--- config.mk ---
export PLATFORM = sky130hd
export DESIGN_NAME = tsm_device_flat
export DESIGN_NICKNAME = d
export VERILOG_FILES = /design/src/hdl/tsm_pkg.sv /design/src/hdl/tsm_link_if.sv /design/src/hdl/tsm_device.sv /design/src/flat_wrapper.sv
export VERILOG_INCLUDE_DIRS = /design/src /design/src/hdl
export SDC_FILE = /design/constraint.sdc
export NUM_CORES = 1
export LEC_CHECK = 0
export ABC_AREA = 0
export CORE_UTILIZATION = 55
export CTS_CLUSTER_SIZE = 30
export DETAILED_ROUTE_END_ITERATION = 8
export DONT_BUFFER_PORTS = 1
export GPL_TIMING_DRIVEN = 1
export HOLD_SLACK_MARGIN = 0.1
export PLACE_DENSITY_LB_ADDON = 0.12
export SYNTH_ARGS = -nofsm -noshare
export SYNTH_HDL_FRONTEND = slang
export SYNTH_SLANG_ARGS = --single-unit
--- constraint.sdc ---
create_clock -name clk_i -period 41.2 [get_ports clk_i]
set_clock_uncertainty 0.2 [all_clocks]
set_input_delay 8.24 -clock clk_i [delete_from_list [all_inputs] [get_ports clk_i]]
set_output_delay 8.24 -clock clk_i [all_outputs]
set_load 0.03 [all_outputs]
--- src/hdl/tsm_cfg.svh ---
`ifndef TSM_CFG_SVH
`define TSM_CFG_SVH
// message word addresses
`define TSM_ADDR_STATUS     5'h01
`define TSM_ADDR_COARSE_LSW 5'h03
`define TSM_ADDR_PULSE_LSW  5'h05
`define TSM_ADDR_WAVE_MSW   5'h06
`define TSM_ADDR_WAVE_LSW   5'h09
// status field bit positions
`define TSM_BIT_ZERO        15
`define TSM_BIT_PULSE       14
`define TSM_BIT_WAVE        13
`define TSM_BIT_INIT        12
// timing, in phase references; the aux divider in bus clock rises
`define TSM_SYNC_TIMEOUT    4456448
`define TSM_WINDOW_REFS     2097152
`define TSM_AUX_REF_DIV     1024
// host clock generation
`define TSM_CLK_NS          8
`define TSM_BUSCLK_NS       125
`define TSM_OSC_NS          60
// host register offsets
`define TSM_REG_CTRL        8'h00
`define TSM_REG_EVENT       8'h04
`define TSM_REG_MASK        8'h08
`define TSM_REG_BUSY        8'h0C
`define TSM_REG_WORD1       8'h10
`define TSM_REG_WORD9       8'h30
// host ctrl and event bits
`define TSM_CTRL_SEND_MSG   0
`define TSM_CTRL_SEND_MARK  1
`endif

--- src/hdl/tsm_pkg.sv ---
`default_nettype none
package tsm_pkg;
    typedef enum logic [4:0]
    {
        tsm_serial_mode                  = 5'h01,
        tsm_parallel_bus_clock_mode      = 5'h02,
        tsm_parallel_aux_clock_mode      = 5'h04,
        tsm_standalone_bus_clock_mode    = 5'h08,
        tsm_standalone_aux_clock_mode    = 5'h10
    } tsm_mode_type;
    typedef enum logic [5:0]
    {
        tsm_h_idle    = 6'h01,
        tsm_h_setup   = 6'h02,
        tsm_h_strobe  = 6'h04,
        tsm_h_release = 6'h08,
        tsm_h_marker  = 6'h10,
        tsm_h_mark_lo = 6'h20
    } tsm_host_state_type;
endpackage
`default_nettype wire

--- src/hdl/tsm_link_if.sv ---
`default_nettype none
interface tsm_link_if;
    logic        cs_n;
    logic        wr_n;
    logic [4:0]  addr;
    logic [15:0] data;
    logic        ready_n;
    logic        window;
    logic        busclk;
    logic        sin;
    logic        oscillator_input;
    modport host
    (
        output cs_n, wr_n, addr, data, busclk, sin, oscillator_input,
        input  ready_n, window
    );
    modport device
    (
        input  cs_n, wr_n, addr, data, busclk, sin, oscillator_input,
        output ready_n, window
    );
endinterface
`default_nettype wire

--- src/hdl/tsm_device.sv ---
// Added by the designer: the message port, the elapsed time counter and the field hand-off.
`include "tsm_cfg.svh"
`default_nettype none
module tsm_device #(
    parameter int SYNC_TIMEOUT = `TSM_SYNC_TIMEOUT,
    parameter int WINDOW_REFS  = `TSM_WINDOW_REFS
)(
    // link to host
    tsm_link_if.device              link,
    // clock and reset
    input  wire logic               clk_i,
    input  wire logic               rst_i,
    // configuration pins
    input  wire logic               msg_source_i,
    input  wire logic               serial_sel_i,
    input  wire logic               aux_clock_i,
    input  wire logic [2:0]         resolution_i,
    // elapsed time
    output logic [31:0]             et_coarse_o,
    output logic [21:0]             et_fine_o,
    output logic                    sync_o,
    // message contents
    output logic [3:0]              time_chain_flags_o,
    output logic [7:0]              mission_flags_o,
    output logic [31:0]             pulse_field_o,
    output logic                    pulse_load_o,
    output logic [63:0]             waveform_field_o,
    output logic                    waveform_load_o,
    // errors and mode
    output logic                    msg_error_o,
    output logic                    sync_error_o,
    output logic                    window_viol_o,
    output tsm_pkg::tsm_mode_type   mode_o
);
    // ******************************************************
    // input synchronisers
    // ******************************************************
    logic [31:0] meta;
    logic [31:0] sync;
    logic [2:0]  prev;
    wire  [31:0] raw = {link.cs_n, link.wr_n, link.addr, link.data,
                        link.busclk, link.sin, link.oscillator_input,
                        msg_source_i, serial_sel_i, aux_clock_i,
                        resolution_i};
    always_ff @(posedge clk_i or posedge rst_i)
        if (rst_i)
        begin
            meta <= 32'hC0000000;
            sync <= 32'hC0000000;
            prev <= 3'h7;
        end
        else
        begin
            meta <= raw;
            sync <= meta;
            prev <= {sync[30], sync[8], sync[6]};
        end
    wire        s_cs_n  = sync[31];
    wire        s_wr_n  = sync[30];
    wire [4:0]  s_addr  = sync[29:25];
    wire [15:0] s_data  = sync[24:9];
    wire        s_bus   = sync[8];
    wire        s_sin   = sync[7];
    wire        s_osc   = sync[6];
    wire        s_src   = sync[5];
    wire        s_ser   = sync[4];
    wire        s_aux   = sync[3];
    wire [2:0]  s_res   = sync[2:0];
    wire        bus_rise = s_bus & ~prev[1];
    wire        osc_rise = s_osc & ~prev[0];
    // ******************************************************
    // mode decode
    // ******************************************************
    tsm_pkg::tsm_mode_type next_mode;
    assign next_mode = (s_src & s_ser) ? tsm_pkg::tsm_serial_mode :
        s_src ? (s_aux ? tsm_pkg::tsm_parallel_aux_clock_mode
                       : tsm_pkg::tsm_parallel_bus_clock_mode)
              : (s_aux ? tsm_pkg::tsm_standalone_aux_clock_mode
                       : tsm_pkg::tsm_standalone_bus_clock_mode);
    wire port_on  = (mode_o != tsm_pkg::tsm_serial_mode);
    wire alone    = (mode_o == tsm_pkg::tsm_standalone_bus_clock_mode) |
                    (mode_o == tsm_pkg::tsm_standalone_aux_clock_mode);
    wire aux_mode = (mode_o == tsm_pkg::tsm_parallel_aux_clock_mode) |
                    (mode_o == tsm_pkg::tsm_standalone_aux_clock_mode);
    always_ff @(posedge clk_i or posedge rst_i)
        if (rst_i)
            mode_o <= tsm_pkg::tsm_serial_mode;
        else
            mode_o <= next_mode;
    // ******************************************************
    // message port
    // ******************************************************
    logic [15:0] words [1:9];
    logic        in_msg;
    logic        msg_valid;
    logic        ready_n;
    wire wr_fall  = prev[2] & ~s_wr_n & ~s_cs_n & port_on;
    wire addr_ok  = (s_addr >= `TSM_ADDR_STATUS) &
                    (s_addr <= `TSM_ADDR_WAVE_LSW);
    wire pf       = words[1][`TSM_BIT_PULSE];
    wire wf       = words[1][`TSM_BIT_WAVE];
    wire last_wr  = wr_fall &
        (((s_addr == `TSM_ADDR_COARSE_LSW) & ~pf & ~wf) |
         ((s_addr == `TSM_ADDR_PULSE_LSW) & ~wf) |
         (s_addr == `TSM_ADDR_WAVE_LSW));
    wire first_wr = wr_fall & (s_addr == `TSM_ADDR_STATUS);
    assign link.ready_n = ready_n;
    genvar gi;
    generate
        for (gi = 1; gi <= 9; gi++)
        begin : g_word
            always_ff @(posedge clk_i or posedge rst_i)
                if (rst_i)
                    words[gi] <= 16'h0000;
                else if (wr_fall & (s_addr == 5'(gi)))
                    words[gi] <= s_data;
        end
    endgenerate
    // ******************************************************
    // phase references, window and timeout
    // ******************************************************
    logic [23:0] ref_cnt;
    logic [9:0]  ref_div;
    logic        sin_used;
    logic        window;
    wire slow_ref = (mode_o == tsm_pkg::tsm_parallel_aux_clock_mode) &
                    s_res[2];
    wire phase_ref = bus_rise &
                     (~slow_ref | (ref_div == 10'(`TSM_AUX_REF_DIV - 1)));
    wire marker  = bus_rise & s_sin & ~sin_used & port_on;
    wire use_msg = msg_valid & (~window_viol_o |
                   words[1][`TSM_BIT_INIT]);
    wire timeout = (ref_cnt == 24'(SYNC_TIMEOUT));
    assign link.window = window;
    always_ff @(posedge clk_i or posedge rst_i)
        if (rst_i)
        begin
            ref_cnt  <= 24'h000000;
            ref_div  <= 10'h000;
            sin_used <= 1'b0;
            window   <= 1'b0;
        end
        else
        begin
            if (bus_rise)
                ref_div <= slow_ref ? ref_div + 10'h001 : 10'h000;
            if (marker)
                ref_cnt <= 24'h000000;
            else if (phase_ref & ~timeout)
                ref_cnt <= ref_cnt + 24'h000001;
            sin_used <= s_sin & (sin_used | bus_rise);
            window   <= port_on & (ref_cnt < 24'(WINDOW_REFS));
        end
    // ******************************************************
    // message tracking and errors
    // ******************************************************
    always_ff @(posedge clk_i or posedge rst_i)
        if (rst_i)
        begin
            in_msg        <= 1'b0;
            msg_valid     <= 1'b0;
            ready_n       <= 1'b1;
            window_viol_o <= 1'b0;
            msg_error_o   <= 1'b0;
            sync_error_o  <= 1'b0;
        end
        else
        begin
            // acknowledge held until the strobe returns high
            if (wr_fall & addr_ok)
                ready_n <= 1'b0;
            else if (s_wr_n)
                ready_n <= 1'b1;
            if (first_wr)
                in_msg <= 1'b1;
            else if (last_wr)
                in_msg <= 1'b0;
            // a newer message supersedes the stored one
            if (first_wr)
                msg_valid <= 1'b0;
            else if (last_wr & in_msg)
                msg_valid <= ~words[1][`TSM_BIT_ZERO];
            else if (marker)
                msg_valid <= 1'b0;
            if (first_wr)
                window_viol_o <= ~window;
            else if (in_msg & ~window)
                window_viol_o <= 1'b1;
            msg_error_o <= marker & ~use_msg & ~alone;
            if (marker & use_msg)
                sync_error_o <= 1'b0;
            else if (timeout & phase_ref & ~alone)
                sync_error_o <= 1'b1;
        end
    // ******************************************************
    // elapsed time counter
    // ******************************************************
    logic [1:0] dpll_div;
    wire dpll_tick = osc_rise & (dpll_div == 2'h3);
    wire et_tick   = aux_mode ? dpll_tick : bus_rise;
    wire [21:0] step = aux_mode ? 22'h000001 :
                       (22'h000001 << (2'h3 - s_res[1:0]));
    wire [22:0] fine_sum = {1'b0, et_fine_o} + {1'b0, step};
    always_ff @(posedge clk_i or posedge rst_i)
        if (rst_i)
        begin
            dpll_div    <= 2'h0;
            et_coarse_o <= 32'h00000000;
            et_fine_o   <= 22'h000000;
        end
        else
        begin
            if (osc_rise)
                dpll_div <= dpll_div + 2'h1;
            if (marker & use_msg)
            begin
                et_coarse_o <= {words[2], words[3]};
                et_fine_o   <= 22'h000000;
            end
            else if (et_tick & (port_on | alone))
            begin
                et_fine_o   <= fine_sum[21:0];
                et_coarse_o <= et_coarse_o + {31'h0, fine_sum[22]};
            end
        end
    // ******************************************************
    // field hand-off at synchronisation
    // ******************************************************
    always_ff @(posedge clk_i or posedge rst_i)
        if (rst_i)
        begin
            sync_o             <= 1'b0;
            pulse_load_o       <= 1'b0;
            waveform_load_o    <= 1'b0;
            time_chain_flags_o <= 4'h0;
            mission_flags_o    <= 8'h00;
            pulse_field_o      <= 32'h00000000;
            waveform_field_o   <= 64'h0;
        end
        else
        begin
            sync_o          <= marker & use_msg;
            pulse_load_o    <= marker & use_msg & pf;
            waveform_load_o <= marker & use_msg & wf;
            if (marker & use_msg)
            begin
                time_chain_flags_o <= words[1][11:8];
                mission_flags_o    <= words[1][7:0];
            end
            if (marker & use_msg & pf)
                pulse_field_o <= {words[4], words[5]};
            if (marker & use_msg & wf)
                waveform_field_o <= {words[6], words[7],
                                     words[8], words[9]};
        end
endmodule
`default_nettype wire

--- src/flat_wrapper.sv ---
// flat-port wrapper written by rule: the top's interface ports become plain ports
module tsm_device_flat 
#(
    parameter int SYNC_TIMEOUT = `TSM_SYNC_TIMEOUT,
    parameter int WINDOW_REFS  = `TSM_WINDOW_REFS
)
  (clk_i, rst_i, msg_source_i, serial_sel_i, aux_clock_i, resolution_i, et_coarse_o, et_fine_o, sync_o, time_chain_flags_o, mission_flags_o, pulse_field_o, pulse_load_o, waveform_field_o, waveform_load_o, msg_error_o, sync_error_o, window_viol_o, mode_o, link_cs_n, link_wr_n, link_addr, link_data, link_busclk, link_sin, link_oscillator_input, link_ready_n, link_window);
  tsm_link_if link_i ();
  input  wire logic clk_i;
  input  wire logic rst_i;
  input  wire logic msg_source_i;
  input  wire logic serial_sel_i;
  input  wire logic aux_clock_i;
  input  wire logic [2:0] resolution_i;
  output logic [31:0] et_coarse_o;
  output logic [21:0] et_fine_o;
  output logic sync_o;
  output logic [3:0] time_chain_flags_o;
  output logic [7:0] mission_flags_o;
  output logic [31:0] pulse_field_o;
  output logic pulse_load_o;
  output logic [63:0] waveform_field_o;
  output logic waveform_load_o;
  output logic msg_error_o;
  output logic sync_error_o;
  output logic window_viol_o;
  output tsm_pkg::tsm_mode_type mode_o;
  input wire logic [$bits(link_i.cs_n)-1:0] link_cs_n;
  input wire logic [$bits(link_i.wr_n)-1:0] link_wr_n;
  input wire logic [$bits(link_i.addr)-1:0] link_addr;
  input wire logic [$bits(link_i.data)-1:0] link_data;
  input wire logic [$bits(link_i.busclk)-1:0] link_busclk;
  input wire logic [$bits(link_i.sin)-1:0] link_sin;
  input wire logic [$bits(link_i.oscillator_input)-1:0] link_oscillator_input;
  output wire logic [$bits(link_i.ready_n)-1:0] link_ready_n;
  output wire logic [$bits(link_i.window)-1:0] link_window;
  assign link_i.cs_n = link_cs_n;
  assign link_i.wr_n = link_wr_n;
  assign link_i.addr = link_addr;
  assign link_i.data = link_data;
  assign link_i.busclk = link_busclk;
  assign link_i.sin = link_sin;
  assign link_i.oscillator_input = link_oscillator_input;
  assign link_ready_n = link_i.ready_n;
  assign link_window = link_i.window;
  tsm_device #(.SYNC_TIMEOUT(SYNC_TIMEOUT), .WINDOW_REFS(WINDOW_REFS)) u_core (.link(link_i), .clk_i(clk_i), .rst_i(rst_i), .msg_source_i(msg_source_i), .serial_sel_i(serial_sel_i), .aux_clock_i(aux_clock_i), .resolution_i(resolution_i), .et_coarse_o(et_coarse_o), .et_fine_o(et_fine_o), .sync_o(sync_o), .time_chain_flags_o(time_chain_flags_o), .mission_flags_o(mission_flags_o), .pulse_field_o(pulse_field_o), .pulse_load_o(pulse_load_o), .waveform_field_o(waveform_field_o), .waveform_load_o(waveform_load_o), .msg_error_o(msg_error_o), .sync_error_o(sync_error_o), .window_viol_o(window_viol_o), .mode_o(mode_o));
endmodule
After elaboration in Yosys (flattened, before gate mapping). Index checks and enable logic that the tools add are counted.

Memories: 0. Input bits: 34. Flip-flop bits (word level): 425. Latch bits: 0. Bits in writable memories: 0. Word-level logic and storage cells: 153. ROM bits: 0.

Add/sub/neg operators: 6. Divide/modulo/power cells: 0. Multiply operators: 0. Muxes and demuxes: 24. Shifts and indexed selects: 1. Equal/unequal tests: 16. Reduce and logical (&&, ||, !) cells: 7. Magnitude comparators: 3. Bitwise logic cells: 63.

Operators with widths (count): $mux 22 (3); $mux 32 (2); $mux 24 (2); $and 1x1->1 (41); $add 32x1->32 (1); $eq 5x3->1 const B (5); $add 24x1->24 const B (1); $eq 24x23->1 const B (1); $lt 24x22->1 const B (1); $add 22x22->23 (1); $shl 1x2->22 const A (1); $eq 5x4->1 const B (3); $mux 5 (3); $not 1->1 (14); $mux 1 (12); $reduce_bool 2->1 (6); $add 10x1->10 const B (1); $eq 10x10->1 const B (1); $eq 5x2->1 const B (2); $mux 10 (1); $or 1x1->1 (8); $eq 5x1->1 const B (1); $eq 5x5->1 const B (1); $ge 5x1->1 const B (1); other kinds (7) (7).

Longest topological paths before layout.
Depth after elaboration: 9. Depth in mapped cells: 19. Depth with buffers taken out: 17.

Worst setup path before layout. OpenSTA, ideal clock, no wires.

Path kind: register to output. From: reg u_core.mode_o[0]. To: out mode_o[0]. Path slack: 32.146 ns. Data arrival time: 0.614 ns. Data required time: 32.760 ns. Cell stages (with the launch flop): 1. Cells stage by stage: dfstp_2.

RTL lines: from (decl) (RTL line tsm_device.sv:33) `output tsm_pkg::tsm_mode_type mode_o`; from (signal assigned) (RTL line tsm_device.sv:87) `mode_o <= tsm_pkg::tsm_serial_mode;`; from (signal assigned) (RTL line tsm_device.sv:89) `mode_o <= next_mode;`; to (decl) (RTL line flat_wrapper.sv:27) `output tsm_pkg::tsm_mode_type mode_o;`.

No word-level cell between the ends.

==> reports/qor.csv <==
stage,metric,value,unit
status,outcome,finished clean,
timing,rsz0062_at_grt,no,
detailed_routing,wl_met1,15200,um
setup_path,worst_setup_path_end_kind,asynchronous set/reset pin,
timing,setup_tns,0,ns
yosys,yosys_warnings,0,
detailed_routing,routed-wl-met2,16700,um
timing,setup_viol_count_final,0,
timing,final_max_slew_viol_count,0,
floorplan,rows,63,
cells_and_area,syn_to_final_growth,10.1,%
detailed_routing,met3WireLength,2740,um
cells_and_area,final_common_cell,dfrtp_1,
pwr,irDropWorstVdd,0.0360,mV
detailed_routing,wl,35200,um
clock_network,post_cts_buffers,0,
cells_and_area,fin_util,62.3,%
setup_path,critPathMostFrequentCell,buf_4,
cells_and_area,n_antenna_cell,0,
clock_network,cts_sinks,425,
placed_design,dp_cells,1625,
global_routing,grt_overflow,0,
floorplan,die_h,178,um
setup_path,crit_type,in2async,
timing,fin_crit_sh,26.8,%
yosys,synth_nets,1319,
setup_path,startpoint_type,primary input,
timing,fmax,90.7,MHz
placed_design,place_hpwl,22500,um
yosys,synth.area.top_cells,"dfrtp_1 (61%), mux2_2 (12%), mux2_4 (5.2%)",
global_routing,antenna_found_initial,1,
detailed_routing,viasPerCell,5.70,
clock_network,clk_latency,0.54,ns
detailed_routing,drcViolationCount,0,
clock_network,cts_inserted_buffers,43,
cells_and_area,final_nets,1325,
clock_network,cts_tree,done,
setup_path,crit_fanout,143,
timing,tightestPinTransition,1.09,ns
setup_path,cp_top_family,buffers and inverters,
detailed_routing,highest_layer,met4,
clock_network,htree_levels,2,
detailed_routing,wl_per_cell,20.7,um
cells_and_area,drive_above_1_share,25.6,%
global_routing,grt_start_max_net_pins,144,
floorplan,coreArea,0.0300,mm2
timing,slew_headroom,27.1,%
detailed_routing,num_vias,9698,
pwr,power.density,47.2,mW/mm2
clock_network,clock_path_buffers,3,
floorplan,io_pins,209,
detailed_routing,drt-pass1-iter-count,5,
cells_and_area,final_cell_count_no_fill,1700,
run,cap_violations,0,
clock_network,clk_pin_slew_worst_paths,0.06,ns
floorplan,start_util,56.5,%
setup_path,crit_path_max_incr_delay,0.87,ns
timing,period_minus_slack,11.03,ns
setup_path,worst_path_max_delay_cell,buf_4,
timing,hold_viol,0,
worst_hold_path,hold_class,reg2reg,
yosys,syn_area,0.0170,mm2
yosys,avgSynthCellArea,13.3,um2
global_routing,grt_pass1_wl,56400,um
setup_path,path_buf_inv,4,
detailed_routing,drt_iter0_drc,673,
floorplan,design.die.area,0.0316,mm2
setup_path,worstPathCellList,inv_8 > buf_4 > buf_12 > buf_4,
clock_network,root_buffer,clkbuf_16,
global_routing,grt_usage,23.1,%
pwr,p_leak,0.00895,uW
setup_path,worstPathRequired,41.51,ns
detailed_routing,ant_nets,0,
clock_network,cts_resized,0,
yosys,synth-seq-cells,425,
yosys,synth_cells,1274,
setup_path,crit_arrival,11.35,ns
yosys,ys_types,55,
clock_network,hold_buffers,0,
global_routing,grt_pass1_vias,9799,
yosys,ys_seq_area_share,62.7,%
yosys,yosys.area.top_type,dfrtp_1,
placed_design,port_buffers,0,
floorplan,fp.dieW,178,um
yosys,yosys.area.top_type_share,61.3,%
placed_design,gp_congestion,0.818,
cells_and_area,final_cell_mix,"dfrtp_1 (416), mux2_2 (182), nand2_1 (117), nor2_1 (75), mux2_4 (59)",
-- worst reg2reg max path, stage by stage (launching register included) --
cell and delay, ns:
dfrtp_1 0.51, or3_1 0.45, nor2_1 0.28, a21o_1 0.13, ha_1 0.20, inv_1 0.07
fa_1 0.38, nand2b_1 0.18, a21oi_1 0.21, and2_1 0.31, nand2_1 0.09, nor2_1 0.10
ha_1 0.24, ha_1 0.23, nand3_1 0.48, nor4_1 0.52, xnor2_1 0.16, o21ai_0 0.09
-- kinds of logic after synthesis --
kind of cell	after synthesis	synth area share [%]
DFF	425	62.7
and+or+nand+nor	356	10.2
muxes	245	17.5
AOI/OAI and AO/OA	92	3.03
buffers and inverters	77	2.17
xor gates and xnor gates	68	3.51
adders and majority gates	11	0.855
-- final timing paths --
check                                  startpoint                  endpoint  slack (ns)  cells past startpoint
max in group clk_i         u_core.et_coarse_o[11]           et_coarse_o[11]       31.56                      0
hold reg to reg                   u_core.meta[28]           u_core.sync[28]        0.14                      0
hold / removal                    u_core.meta[28]           u_core.sync[28]        0.14                      0
min in group asynchronous                   rst_i           u_core.meta[21]        7.54                      1
setup / recovery                            rst_i  u_core.pulse_field_o[17]       30.17                      4
setup reg to reg                 u_core.mode_o[1]    u_core.et_coarse_o[18]       36.22                     17
-- stage by stage --
stage,cell area [um2],hold slack (ns),power [uW],setup slack (ns)
global route,18700,0.148,920,29.50
detailed placement,17300,0.135,518,29.38
floorplan,17000,0.131,502,20.94
CTS,18700,0.144,893,29.95
finish,18700,0.144,883,30.17
global placement,17300,0.132,515,29.42
-- per-layer routing --
metal	track usage (%)	up-vias
met2	36.6	204
met5	0	-
li1	-	4433
met1	31.2	5020
met4	5.02	0
met3	7.48	41
-- report_power, final --
group	switching (uW)	total [uW]	internal, uW
Combinational	24.7	44.7	20.0
Clock	156	374	218
Sequential	25.9	464	438
-- state kept, by name, summed over array words and instances (netlist names), 3 cells and up --
register / count
u_core.mission_flags_o: 8
u_core.et_coarse_o: 32
u_core.et_fine_o: 22
u_core.time_chain_flags_o: 4
u_core.meta: 32
u_core.mode_o: 5
u_core.prev: 3
u_core.words: 142
u_core.ref_cnt: 24
u_core.pulse_field_o: 32
u_core.ref_div: 10
u_core.sync: 32
u_core.waveform_field_o: 64
-- area by class of cell --
cell class	count	area, um2
clock buffer	67	1270
tap	390	488
clock inverter	8	88.8
multi-input combinational	772	5990
sequential	425	10600
timing repair buffer	13	110
inverter	25	101
fill	2315	11300
-- synthesized netlist by cell type (all sizes together) --
library cell  number
nor4              24
inv               25
xnor2             57
nand4b             2
a211oi             3
or4b               2
o221ai             1
buf               22
nand4             20
o211ai             1
xor2              11
mux2i              4
ha                10
or2                3
a31oi              4
a211o              1
nor4bb             1
mux2             241
or3b               1
o31ai              3
o21ai             53
nor2              75
a21o               3
nand3b             2
o41ai              2
nand2            119
clkbuf            30
dfstp              9
or4                3
o32a               1
and4               1
nor3b              4
dfrtp            416
nor2b              8
and3b              2
and3               3
and2               4
fa                 1
or3                8
nand3             31
nor4b              2
a21oi             19
o2111ai            1
nand2b             5
nor3              36
No activity file was read; power rests on OpenSTA's default activity.
